<file path="src/rtl/standstill_pkg.sv">
// Package with register map, field positions and reset values of the standstill interlock.
package standstill_pkg;
  localparam int unsigned NUM_DRIVES = 4;
  localparam int unsigned NUM_INPUTS = 8;
  localparam int unsigned EXT_INPUTS = 4;
  localparam logic [7:0] CTRL_OFFSET = 8'h00;
  localparam logic [7:0] CU_ENABLE_OFFSET = 8'h04;
  localparam logic [7:0] PM_ENABLE_OFFSET = 8'h08;
  localparam logic [7:0] SOURCE_OFFSET = 8'h0C;
  localparam logic [7:0] FAULT_CLEAR_OFFSET = 8'h10;
  localparam logic [7:0] CU_STATUS_OFFSET = 8'h20;
  localparam logic [7:0] PM_STATUS_OFFSET = 8'h24;
  localparam logic [7:0] COMBINED_STATUS_OFFSET = 8'h28;
  localparam logic [7:0] GROUP_STATUS_OFFSET = 8'h2C;
  localparam logic [7:0] RESTART_STATUS_OFFSET = 8'h30;
  localparam int unsigned CTRL_EXTENSION_BIT = 0;
  localparam int unsigned SOURCE_FIELD_WIDTH = 4;
  localparam logic [31:0] ENABLE_RESET = 32'h0000_0000;
  localparam logic [31:0] SOURCE_RESET = 32'h0000_0000;
  localparam int unsigned DISCREPANCY_MS = 500;
  localparam int unsigned CLOCK_MHZ = 100;
  localparam int unsigned DISCREPANCY_CYCLES = DISCREPANCY_MS * 1000 * CLOCK_MHZ;
  typedef enum logic [1:0] {
    restart_inhibit,
    restart_armed,
    restart_running
  } restart_type;
endpackage : standstill_pkg

</file>
<file path="src/rtl/safe_standstill_interlock.sv">
// Per-drive safe standstill interlock with two-channel check and safe brake control.
//
// Summary of operation
// - Each drive keeps separate standstill enable and status.
// - Fault when the two channels disagree too long.
// - Source selector: inputs 0-7, extension only 0-3.
// - Input low selects standstill, high deselects.
// - Standstill acts only when its channel enabled.
// - Disabled standstill leaves inputs free for use.
// - Internal fault does not spread to group.
// - Selection acts per drive; channels may skew.
// - Restart: deselect, enable, 1/0 then 0/1 edge.
// - Four readable standstill status words.
// - Brake control on standstill or pulse cancellation.
// - Brake released only while drive current flows.
`timescale 1ns/1ps
`default_nettype none
module safe_standstill_interlock #(
  parameter int unsigned NUM_DRIVES = standstill_pkg::NUM_DRIVES,
  parameter int unsigned NUM_INPUTS = standstill_pkg::NUM_INPUTS,
  parameter int unsigned DISCREPANCY_CYCLES = standstill_pkg::DISCREPANCY_CYCLES
) (
  input wire logic pclk,
  input wire logic presetn,
  input wire logic psel,
  input wire logic penable,
  input wire logic pwrite,
  input wire logic [7:0] paddr,
  input wire logic [31:0] pwdata,
  input wire logic [3:0] pstrb,
  output logic [31:0] prdata,
  output logic pready,
  output logic pslverr,
  input wire logic [NUM_INPUTS-1:0] digital_input,
  input wire logic [NUM_DRIVES-1:0] pulse_enable_terminal,
  input wire logic [NUM_DRIVES-1:0] drive_enable,
  input wire logic [NUM_DRIVES-1:0] power_on_off_command,
  input wire logic [NUM_DRIVES-1:0] internal_fault,
  input wire logic [NUM_DRIVES-1:0] pulse_cancel_request,
  output logic [NUM_DRIVES-1:0] safe_standstill,
  output logic [NUM_DRIVES-1:0] safe_brake_control,
  output logic [NUM_DRIVES-1:0] brake_current_on,
  output logic [NUM_DRIVES-1:0] drive_powered,
  output logic [NUM_DRIVES-1:0] channel_fault
);
  initial begin
    if (NUM_DRIVES < 1 || NUM_DRIVES > 8 || NUM_INPUTS != standstill_pkg::NUM_INPUTS ||
        DISCREPANCY_CYCLES < 1) begin
      $error("safe_standstill_interlock: unsupported parameter values");
    end
  end

  logic extension_variant;
  logic [NUM_DRIVES-1:0] cu_standstill_enable;
  logic [NUM_DRIVES-1:0] pm_standstill_enable;
  logic [NUM_DRIVES*4-1:0] standstill_source_select;
  logic [NUM_DRIVES-1:0] cu_selected;
  logic [NUM_DRIVES-1:0] pm_selected;
  logic [NUM_DRIVES-1:0] onoff_prev;
  logic [NUM_DRIVES-1:0] restart_ok;
  standstill_pkg::restart_type restart_state [NUM_DRIVES];
  logic [31:0] disc_count [NUM_DRIVES];

  logic apb_access;
  logic apb_write;
  assign apb_access = psel && penable && pready;
  assign apb_write = apb_access && pwrite;

  // Picks the control-unit input for one drive; extension parts only see inputs 0 to 3.
  function automatic logic pick_input(input logic [3:0] sel, input logic ext,
                                      input logic [NUM_INPUTS-1:0] din);
    logic ok;
    ok = ext ? (sel < 4'(standstill_pkg::EXT_INPUTS)) : (sel < 4'(NUM_INPUTS));
    pick_input = ok ? din[sel[2:0]] : 1'b0;
  endfunction : pick_input

  function automatic logic [31:0] merge(input logic [31:0] old, input logic [31:0] wd,
                                        input logic [3:0] strb);
    for (int b = 0; b < 4; b++) begin
      merge[b*8 +: 8] = strb[b] ? wd[b*8 +: 8] : old[b*8 +: 8];
    end
  endfunction : merge

  // Byte-lane merges are formed outside the register process, because a part-select
  // cannot be taken directly of a function result.
  logic [31:0] cu_enable_merged;
  logic [31:0] pm_enable_merged;
  logic [31:0] source_merged;
  assign cu_enable_merged = merge(32'(cu_standstill_enable), pwdata, pstrb);
  assign pm_enable_merged = merge(32'(pm_standstill_enable), pwdata, pstrb);
  assign source_merged = merge(32'(standstill_source_select), pwdata, pstrb);

  // Configuration registers; one enable bit per drive per channel.
  always_ff @(posedge pclk or negedge presetn) begin
    if (!presetn) begin
      extension_variant <= 1'b0;
      cu_standstill_enable <= '0;
      pm_standstill_enable <= '0;
      standstill_source_select <= '0;
    end else if (apb_write) begin
      case (paddr)
        standstill_pkg::CTRL_OFFSET: begin
          if (pstrb[0]) begin
            extension_variant <= pwdata[standstill_pkg::CTRL_EXTENSION_BIT];
          end
        end
        standstill_pkg::CU_ENABLE_OFFSET: begin
          cu_standstill_enable <= cu_enable_merged[NUM_DRIVES-1:0];
        end
        standstill_pkg::PM_ENABLE_OFFSET: begin
          pm_standstill_enable <= pm_enable_merged[NUM_DRIVES-1:0];
        end
        standstill_pkg::SOURCE_OFFSET: begin
          standstill_source_select <= source_merged[NUM_DRIVES*4-1:0];
        end
        default: begin
        end
      endcase
    end
  end

  // Per-channel selection; a disabled channel ignores its terminal entirely.
  always_ff @(posedge pclk or negedge presetn) begin
    if (!presetn) begin
      cu_selected <= '0;
      pm_selected <= '0;
    end else begin
      for (int d = 0; d < NUM_DRIVES; d++) begin
        cu_selected[d] <= cu_standstill_enable[d] &&
          !pick_input(standstill_source_select[d*4 +: 4], extension_variant, digital_input);
        pm_selected[d] <= pm_standstill_enable[d] && !pulse_enable_terminal[d];
      end
    end
  end

  // Channels may skew; only a disagreement that outlasts the window is a fault.
  always_ff @(posedge pclk or negedge presetn) begin
    if (!presetn) begin
      channel_fault <= '0;
      for (int d = 0; d < NUM_DRIVES; d++) begin
        disc_count[d] <= '0;
      end
    end else begin
      for (int d = 0; d < NUM_DRIVES; d++) begin
        if (cu_standstill_enable[d] && pm_standstill_enable[d] &&
            (cu_selected[d] != pm_selected[d])) begin
          if (disc_count[d] >= 32'(DISCREPANCY_CYCLES - 1)) begin
            channel_fault[d] <= 1'b1;
          end else begin
            disc_count[d] <= disc_count[d] + 32'd1;
          end
        end else begin
          disc_count[d] <= '0;
        end
        if (apb_write && paddr == standstill_pkg::FAULT_CLEAR_OFFSET && pwdata[d] &&
            !(cu_selected[d] != pm_selected[d])) begin
          channel_fault[d] <= 1'b0;
        end
      end
    end
  end

  // Standstill per drive only; an internal fault never reaches group neighbours.
  always_ff @(posedge pclk or negedge presetn) begin
    if (!presetn) begin
      safe_standstill <= '0;
      safe_brake_control <= '0;
    end else begin
      for (int d = 0; d < NUM_DRIVES; d++) begin
        safe_standstill[d] <= cu_selected[d] || pm_selected[d] ||
                              channel_fault[d] || internal_fault[d];
        safe_brake_control[d] <= cu_selected[d] || pm_selected[d] || channel_fault[d] ||
                                 internal_fault[d] || pulse_cancel_request[d];
      end
    end
  end

  // Restart sequence per drive.
  always_ff @(posedge pclk or negedge presetn) begin
    if (!presetn) begin
      onoff_prev <= '0;
      drive_powered <= '0;
      restart_ok <= '0;
      for (int d = 0; d < NUM_DRIVES; d++) begin
        restart_state[d] <= standstill_pkg::restart_inhibit;
      end
    end else begin
      onoff_prev <= power_on_off_command;
      for (int d = 0; d < NUM_DRIVES; d++) begin
        restart_ok[d] <= !safe_standstill[d] && drive_enable[d];
        if (safe_brake_control[d] || !drive_enable[d]) begin
          restart_state[d] <= standstill_pkg::restart_inhibit;
          drive_powered[d] <= 1'b0;
        end else begin
          case (restart_state[d])
            standstill_pkg::restart_inhibit: begin
              if (restart_ok[d] && onoff_prev[d] && !power_on_off_command[d]) begin
                restart_state[d] <= standstill_pkg::restart_armed;
              end
            end
            standstill_pkg::restart_armed: begin
              if (!onoff_prev[d] && power_on_off_command[d]) begin
                restart_state[d] <= standstill_pkg::restart_running;
                drive_powered[d] <= 1'b1;
              end
            end
            standstill_pkg::restart_running: begin
              if (!power_on_off_command[d]) begin
                restart_state[d] <= standstill_pkg::restart_inhibit;
                drive_powered[d] <= 1'b0;
              end
            end
            default: begin
              restart_state[d] <= standstill_pkg::restart_inhibit;
            end
          endcase
        end
      end
    end
  end

  // Quiescent-current brake: drive current flows only when brake control is idle.
  always_ff @(posedge pclk or negedge presetn) begin
    if (!presetn) begin
      brake_current_on <= '0;
    end else begin
      brake_current_on <= ~safe_brake_control & drive_powered;
    end
  end

  // APB slave answers in the access cycle; unmapped offsets answer with an error.
  always_ff @(posedge pclk or negedge presetn) begin
    if (!presetn) begin
      pready <= 1'b0;
      pslverr <= 1'b0;
      prdata <= '0;
    end else begin
      pready <= psel && !penable;
      pslverr <= 1'b0;
      if (psel && !penable) begin
        prdata <= '0;
        case (paddr)
          standstill_pkg::CTRL_OFFSET: prdata <= {31'h0, extension_variant};
          standstill_pkg::CU_ENABLE_OFFSET: prdata <= 32'(cu_standstill_enable);
          standstill_pkg::PM_ENABLE_OFFSET: prdata <= 32'(pm_standstill_enable);
          standstill_pkg::SOURCE_OFFSET: prdata <= 32'(standstill_source_select);
          standstill_pkg::FAULT_CLEAR_OFFSET: prdata <= 32'(channel_fault);
          standstill_pkg::CU_STATUS_OFFSET: prdata <= 32'(cu_selected);
          standstill_pkg::PM_STATUS_OFFSET: prdata <= 32'(pm_selected);
          standstill_pkg::COMBINED_STATUS_OFFSET: begin
            prdata <= {16'h0, 8'(channel_fault), 8'(safe_standstill)};
          end
          standstill_pkg::GROUP_STATUS_OFFSET: begin
            prdata <= {16'h0, 8'(safe_brake_control), 8'(cu_selected & pm_selected)};
          end
          standstill_pkg::RESTART_STATUS_OFFSET: prdata <= 32'(drive_powered);
          default: pslverr <= 1'b0;
        endcase
        if (!(paddr inside {standstill_pkg::CTRL_OFFSET, standstill_pkg::CU_ENABLE_OFFSET,
              standstill_pkg::PM_ENABLE_OFFSET, standstill_pkg::SOURCE_OFFSET,
              standstill_pkg::FAULT_CLEAR_OFFSET, standstill_pkg::CU_STATUS_OFFSET,
              standstill_pkg::PM_STATUS_OFFSET, standstill_pkg::COMBINED_STATUS_OFFSET,
              standstill_pkg::GROUP_STATUS_OFFSET, standstill_pkg::RESTART_STATUS_OFFSET})) begin
          pslverr <= 1'b1;
        end
      end
      if (pready) begin
        pready <= 1'b0;
      end
    end
  end

  // Checks watch drive 0, plus drive 1 in group_isolated_a; every drive is built from the same loop body, so one
  // lane is enough to catch a broken expression without multiplying the properties.
  // Each output is registered once, so a level input shows one edge later.
  brake_on_cancel_a: assert property (@(posedge pclk) disable iff (!presetn)
    pulse_cancel_request[0] |=> safe_brake_control[0])
    else $error("brake not started");

  brake_on_select_a: assert property (@(posedge pclk) disable iff (!presetn)
    safe_standstill[0] |-> safe_brake_control[0])
    else $error("standstill without brake control");

  brake_current_safe_a: assert property (@(posedge pclk) disable iff (!presetn)
    safe_brake_control[0] |=> !brake_current_on[0])
    else $error("brake current while braking");

  pm_select_low_a: assert property (@(posedge pclk) disable iff (!presetn)
    (pm_standstill_enable[0] && !pulse_enable_terminal[0]) |=> pm_selected[0])
    else $error("low terminal did not select");

  cu_select_low_a: assert property (@(posedge pclk) disable iff (!presetn)
    (cu_standstill_enable[0] && !extension_variant && !standstill_source_select[3] &&
     !digital_input[standstill_source_select[2:0]]) |=> cu_selected[0])
    else $error("low input did not select");

  ext_range_a: assert property (@(posedge pclk) disable iff (!presetn)
    (cu_standstill_enable[0] && extension_variant &&
     standstill_source_select[3:0] >= 4'(standstill_pkg::EXT_INPUTS)) |=> cu_selected[0])
    else $error("out of range source not safe");

  disabled_free_a: assert property (@(posedge pclk) disable iff (!presetn)
    !cu_standstill_enable[0] |=> !cu_selected[0])
    else $error("disabled channel selected");

  pm_disabled_free_a: assert property (@(posedge pclk) disable iff (!presetn)
    !pm_standstill_enable[0] |=> !pm_selected[0])
    else $error("disabled terminal selected");

  arm_needs_fall_a: assert property (@(posedge pclk) disable iff (!presetn)
    (restart_state[0] == standstill_pkg::restart_inhibit) ##1
    (restart_state[0] == standstill_pkg::restart_armed) |->
    $past(onoff_prev[0]) && !$past(power_on_off_command[0]))
    else $error("armed without falling edge");

  power_needs_edge_a: assert property (@(posedge pclk) disable iff (!presetn)
    $rose(drive_powered[0]) |-> $past(restart_state[0] == standstill_pkg::restart_armed))
    else $error("powered without armed restart");

  standstill_stops_a: assert property (@(posedge pclk) disable iff (!presetn)
    safe_standstill[0] |=> !drive_powered[0])
    else $error("powered during standstill");

  fault_local_a: assert property (@(posedge pclk) disable iff (!presetn)
    internal_fault[0] |=> safe_standstill[0])
    else $error("fault not honoured");

  group_isolated_a: assert property (@(posedge pclk) disable iff (!presetn)
    (internal_fault[0] && !internal_fault[1] && !cu_selected[1] && !pm_selected[1] &&
     !channel_fault[1]) |=> !safe_standstill[1])
    else $error("fault spread to group");

  apb_ready_a: assert property (@(posedge pclk) disable iff (!presetn)
    (psel && !penable) |=> pready)
    else $error("slave late");

  skew_tolerated_a: assert property (@(posedge pclk) disable iff (!presetn)
    (disc_count[0] < 32'(DISCREPANCY_CYCLES - 1) && !channel_fault[0]) |=> !channel_fault[0])
    else $error("fault without discrepancy");

  fault_after_window_a: assert property (@(posedge pclk) disable iff (!presetn)
    (cu_standstill_enable[0] && pm_standstill_enable[0] && (cu_selected[0] != pm_selected[0]) &&
     disc_count[0] >= 32'(DISCREPANCY_CYCLES - 1)) |=> channel_fault[0])
    else $error("discrepancy not reported");
endmodule : safe_standstill_interlock
`default_nettype wire

</file>
<file path="config.mk">
export PLATFORM = sky130hd
export DESIGN_NAME = safe_standstill_interlock
export DESIGN_NICKNAME = d
export VERILOG_FILES = /design/src/rtl/standstill_pkg.sv /design/src/rtl/safe_standstill_interlock.sv
export SDC_FILE = /design/constraint.sdc
export NUM_CORES = 1
export LEC_CHECK = 0
export BUFFER_PORTS_ARGS = -buffer_cell sky130_fd_sc_hd__buf_4
export CELL_PAD_IN_SITES_DETAIL_PLACEMENT = 1
export CELL_PAD_IN_SITES_GLOBAL_PLACEMENT = 1
export CORE_MARGIN = 4
export CORE_UTILIZATION = 35
export DETAILED_ROUTE_END_ITERATION = 8
export PLACE_DENSITY_LB_ADDON = 0.1
export SYNTH_ARGS = -nofsm -noshare
export SYNTH_HDL_FRONTEND = slang
export SYNTH_SLANG_ARGS = --single-unit
</file>
<file path="constraint.sdc">
create_clock -name pclk -period 4.4 [get_ports pclk]
set_input_delay 0.22 -clock pclk [delete_from_list [all_inputs] [get_ports pclk]]
set_output_delay 0.22 -clock pclk [all_outputs]
set_load 0.005 [all_outputs]
</file>
## Word-level counts from Yosys, hierarchy flattened

Index checks and enable logic that the tools add are counted.

| word-level totals | value |
|---|---|
| register bits | 231 |
| input bits | 77 |

| operators by class | value |
|---|---|
| reduce and logical (&&, ||, !) cells | 129 |
| equality and inequality tests | 37 |
| bitwise gates (word level) | 3 |
| muxes and demuxes | 76 |
| $add $sub $neg | 4 |
| magnitude comparators | 16 |

Operators by type and width:

| operator | count |
|---|---|
| 32-bit two-way mux | 8 |
| 16-bit case mux with 10 select lines | 1 |
| 32-bit by 1-bit adder with 32-bit output (second input constant) | 4 |
| 32-bit by 26-bit >= comparator with 1-bit output (second input constant) | 4 |
| 1-bit logical AND | 45 |
| 8-bit by 6-bit == test with 1-bit output (second input constant) | 5 |
| 1-bit two-way mux | 39 |
| 3-bit AND reduction | 13 |
| 3-bit != test (second input constant) | 12 |
| 2-bit two-way mux | 16 |
| 1-bit logical NOT | 29 |
| 2-bit case mux with 3 select lines | 4 |
| 1-bit logical OR | 20 |
| 8-bit by 4-bit == test with 1-bit output (second input constant) | 2 |
| 3-bit by 4-bit < comparator with 1-bit output (second input constant) | 4 |
| 4-bit by 3-bit < comparator with 1-bit output (second input constant) | 4 |
| 4-bit < comparator (second input constant) | 4 |
| 2-bit nonzero test | 8 |
| 1-bit binary-select mux with 3-bit select | 4 |
| 3-bit nonzero test | 4 |
| 10-bit nonzero test | 1 |
| 4-bit AND | 2 |
| 2-bit by 1-bit == test with 1-bit output (second input constant) | 4 |
| 2-bit == test (second input constant) | 4 |
| other kinds (9) | 24 |

## Logic depth before layout (Yosys ltp)

| logic depth | value |
|---|---|
| word-level depth | 8 |
| depth in mapped cells | 9 |
| gate-level depth less buffers | 7 |

## Least setup slack after synthesis

No wires, ideal clock.

| timing | value |
|---|---|
| path type | register to register |
| start | register disc_count[24] in the netlist's numbering |
| end | register disc_count[11] in the netlist's numbering |
| data required time | 4.268 ns |
| period minus slack after synthesis | 2.190 ns |
| slack | 2.210 ns |
| arrival | 2.059 ns |
| library setup time | 0.132 ns |
| path buffers | 1 |
| cell stages (with the launch flop) | 8 |
| cells stage by stage | dfrtp_1 > or4b_2 > nor4b_1 > nand4_1 > buf_2 > nand4_1 > xor2_1 > nor2_1 |

| on the way | value |
|---|---|
| word-level cells in the longest chain between the ends | 2 |

RTL lines:

| what | line | RTL |
|---|---|---|
| start: declaration | safe_standstill_interlock.sv:62 | `logic [31:0] disc_count [NUM_DRIVES];` |
| start signal: indexed assignment | safe_standstill_interlock.sv:150 | `disc_count[d] <= disc_count[d] + 32'd1;` |
| 32-bit by 26-bit >= comparator with 1-bit output | safe_standstill_interlock.sv:147 | `if (disc_count[d] >= 32'(DISCREPANCY_CYCLES - 1)) begin` |
| 2-bit != test (no line) | - |  |

No other way between the ends.
A chain may end at the register's enable or synchronous reset.

## Worst setup path in the final report

| timing | value |
|---|---|
| start | register disc_count[88] in the netlist's numbering |
| end | register disc_count[82] in the netlist's numbering |

The elaborated chain is that of the path after synthesis.

==> out/metrics.cfg <==
[global_route]
antenna_found_initial = 3
grt_pass1_wl_um = 46100
overflow = 0
track_usage = 0.167
grt_max_degree = 108
grt_pass1_vias = 8678

[sta]
skew_ps = 7.74
fmax_mhz = 341
post-route-period-util = 0.666
min_period_ps = 2930
worstMarginPinSlew_ps = 1110
rsz0062_at_grt = false
finalSetupTns_ps = 0
slew_violations = 0
setup_viol = 0
finalHoldViolCount = 0
maxSlewHeadroom = 0.256

[clock_network]
cts-hold-fix-buffers = 38
numCtsBuffers = 25
cts_tree = built
htreeDepth = 1
cts.sinks = 215
clockBufferDepth = 3
clock_latency_ps = 510
cts_root_buffer = clkbuf_16
postCtsSetupBuffers = 0
cts_resized = 0
clkSlewWorstSetupHoldPaths_ps = 60

[detailed_routing]
drc = 0
drtAntennaViolNets = 0
routed_wl_um = 27400
avgRoutedWirePerCell_um = 17.6
top_layer_used = met5
vias = 8056
first_iter_violations = 256
via_per_inst = 5.17
wl_met2_um = 12800
dr.pass1.iters = 4
met3_length_um = 911
wl_met1_um = 13100

[job]
cap_violations = 0

[cells_and_area]
final_nets = 1243
mostFrequentLayoutCells = dfrtp_1, nor2_1, buf_4, nand2_1, nand3_1
drive_gt1_frac = 0.163
nFillCells = 3254
fin_cells = 1559
area_growth_pct = 21.9
design_area_sq_mm = 0.0127
multi_input_area_sq_mm = 0.00478
fin_util = 0.438
final_common_cell = dfrtp_1
area.sequential_sq_mm = 0.00538

[placement]
place_congestion = 0.766
placed_cells = 1473
dp_hpwl_um = 18800
io_buffers = 96
place_area_sq_mm = 0.0115

[worst_setup_path]
worstPathMaxFanout = 17
end_kind = flip-flop
reg2reg_slack_ps = 1470
required_ps = 4810
worstPathArrival_ps = 3340
critPathKind = flip-flop to flip-flop
critPathLaunchType = flip-flop

[power]
leakagePower_uw = 0.00559
power_frac_clock = 0.495
switchingPower_uw = 919
peakVddDrop_mv = 0.243
combinationalPowerShare = 0.042
powerDensity_mw_per_mm2 = 338
switching_share = 0.214
total_power_uw = 4300
p_int_uw = 3380
pwr-share-seq = 0.463

[synth]
ys_async_sr_fraction = 1.00
ys_ff_latch = 215
yosysUniqueCellTypes = 60
netlist_area_sq_mm = 0.0104
synth_top_flop_cell = dfrtp_1
postSynthCellCount = 1018
syn_area_per_cell_sq_um = 10.3
ys_warn_count = 0
seq_area_frac_synth = 0.515
synth-edff-count = 0

[min_path]
holdCritPathClass = input pin to flip-flop

[floorplan]
dieArea_sq_mm = 0.0327
fp-row-count = 62
num_io_pins = 131
die_h_um = 181
die_w_um = 181
start_util = 0.359
core-area_sq_mm = 0.0291

[outcome]
status = complete, no violations

[synth_stat cells, drive strengths merged, types with 13 or more instances]
cell type | number | share of area
a21oi | 38 | 0.018
and2 | 27 | 0.016
and3 | 26 | 0.016
buf | 24 | 0.016
clkbuf | 22 | 0.0079
dfrtp | 215 | 0.52
inv | 26 | 0.0093
mux2 | 28 | 0.030
mux2i | 13 | 0.012
nand2 | 73 | 0.026
nand3 | 65 | 0.031
nand4 | 37 | 0.023
nor2 | 112 | 0.040
nor2b | 21 | 0.013
nor3 | 22 | 0.012
o21ai | 41 | 0.020
or3 | 21 | 0.013
xnor2 | 15 | 0.013
xor2 | 59 | 0.049
[worst max-delay path: stages (launching register included)]
cell and delay (ps):
dfrtp_1 420, or4b_2 670, nor4_1 190, a21boi_1 700, or3_1 520, o21ai_0 170
a21oi_1 150
[layout make-up]
type	count	share of cell area
Inverter	26	0.00766
Antenna cell	2	0.000393
Tap cell	384	0.0377
Sequential cell	215	0.422
Timing Repair Buffer	140	0.0906
Clock buffer	41	0.0578
Multi-Input combinational cell	746	0.375
Clock inverter	5	0.00845
[registers in the layout, indices dropped and copies added (netlist names), 8 cells and up]
register and flops:
disc_count 128, prdata 16, restart_state 8, standstill_source_select 16
[power groups by stage]
stage	clock network [uW]	logic (uW)	registers (uW)
CTS	2210	185	1990
global route	2290	203	1990
detailed placement	0	156	2030
finish	2130	181	1990
floorplan	0	54.8	2030
global placement	0	154	2030
[cell families (layout without fill, tap and decap cells)]
family          after synthesis  count (layout)  share of synthesized area
simple gates                464             464                      0.234
xor+xnor                     74              74                     0.0620
other cells                   1              18                   0.000359
mux                          51              51                     0.0642
buf+inv                      72             212                     0.0329
compound gates              129             129                     0.0769
fa+ha+maj                    12              12                     0.0144
flops                       215             215                      0.515
[final timing paths]
check                                        startpoint                             endpoint  cells after the start
setup / recovery             disc_count[88]$_DFFE_PN0P_           disc_count[82]$_DFFE_PN0P_                      6
hold / removal                                pwdata[1]  pm_standstill_enable[1]$_DFFE_PN0P_                      3
setup reg to reg             disc_count[88]$_DFFE_PN0P_           disc_count[82]$_DFFE_PN0P_                      6
hold reg to reg            safe_standstill[3]$_DFF_PN0_              restart_ok[3]$_DFF_PN0_                      1
max in group asynchronous                       presetn            disc_count[9]$_DFFE_PN0P_                      3
min in group asynchronous                       presetn           disc_count[79]$_DFFE_PN0P_                      2
[through the flow]
stage               hold WS (ps)  setup WS, ps
CTS                         18.0          1400
global route                64.2          1120
finish                      45.3          1470
global placement             344          1470
detailed placement           350          1420
floorplan                  -75.6          2210
[routing by layer]
metal / GRT usage / up-vias
met5: 0 / -
met4: 0.0330 / 2
met3: 0.0257 / 33
met2: 0.274 / 102
met1: 0.236 / 4072
li1: - / 3847
(Power assumes the default switching activity.)
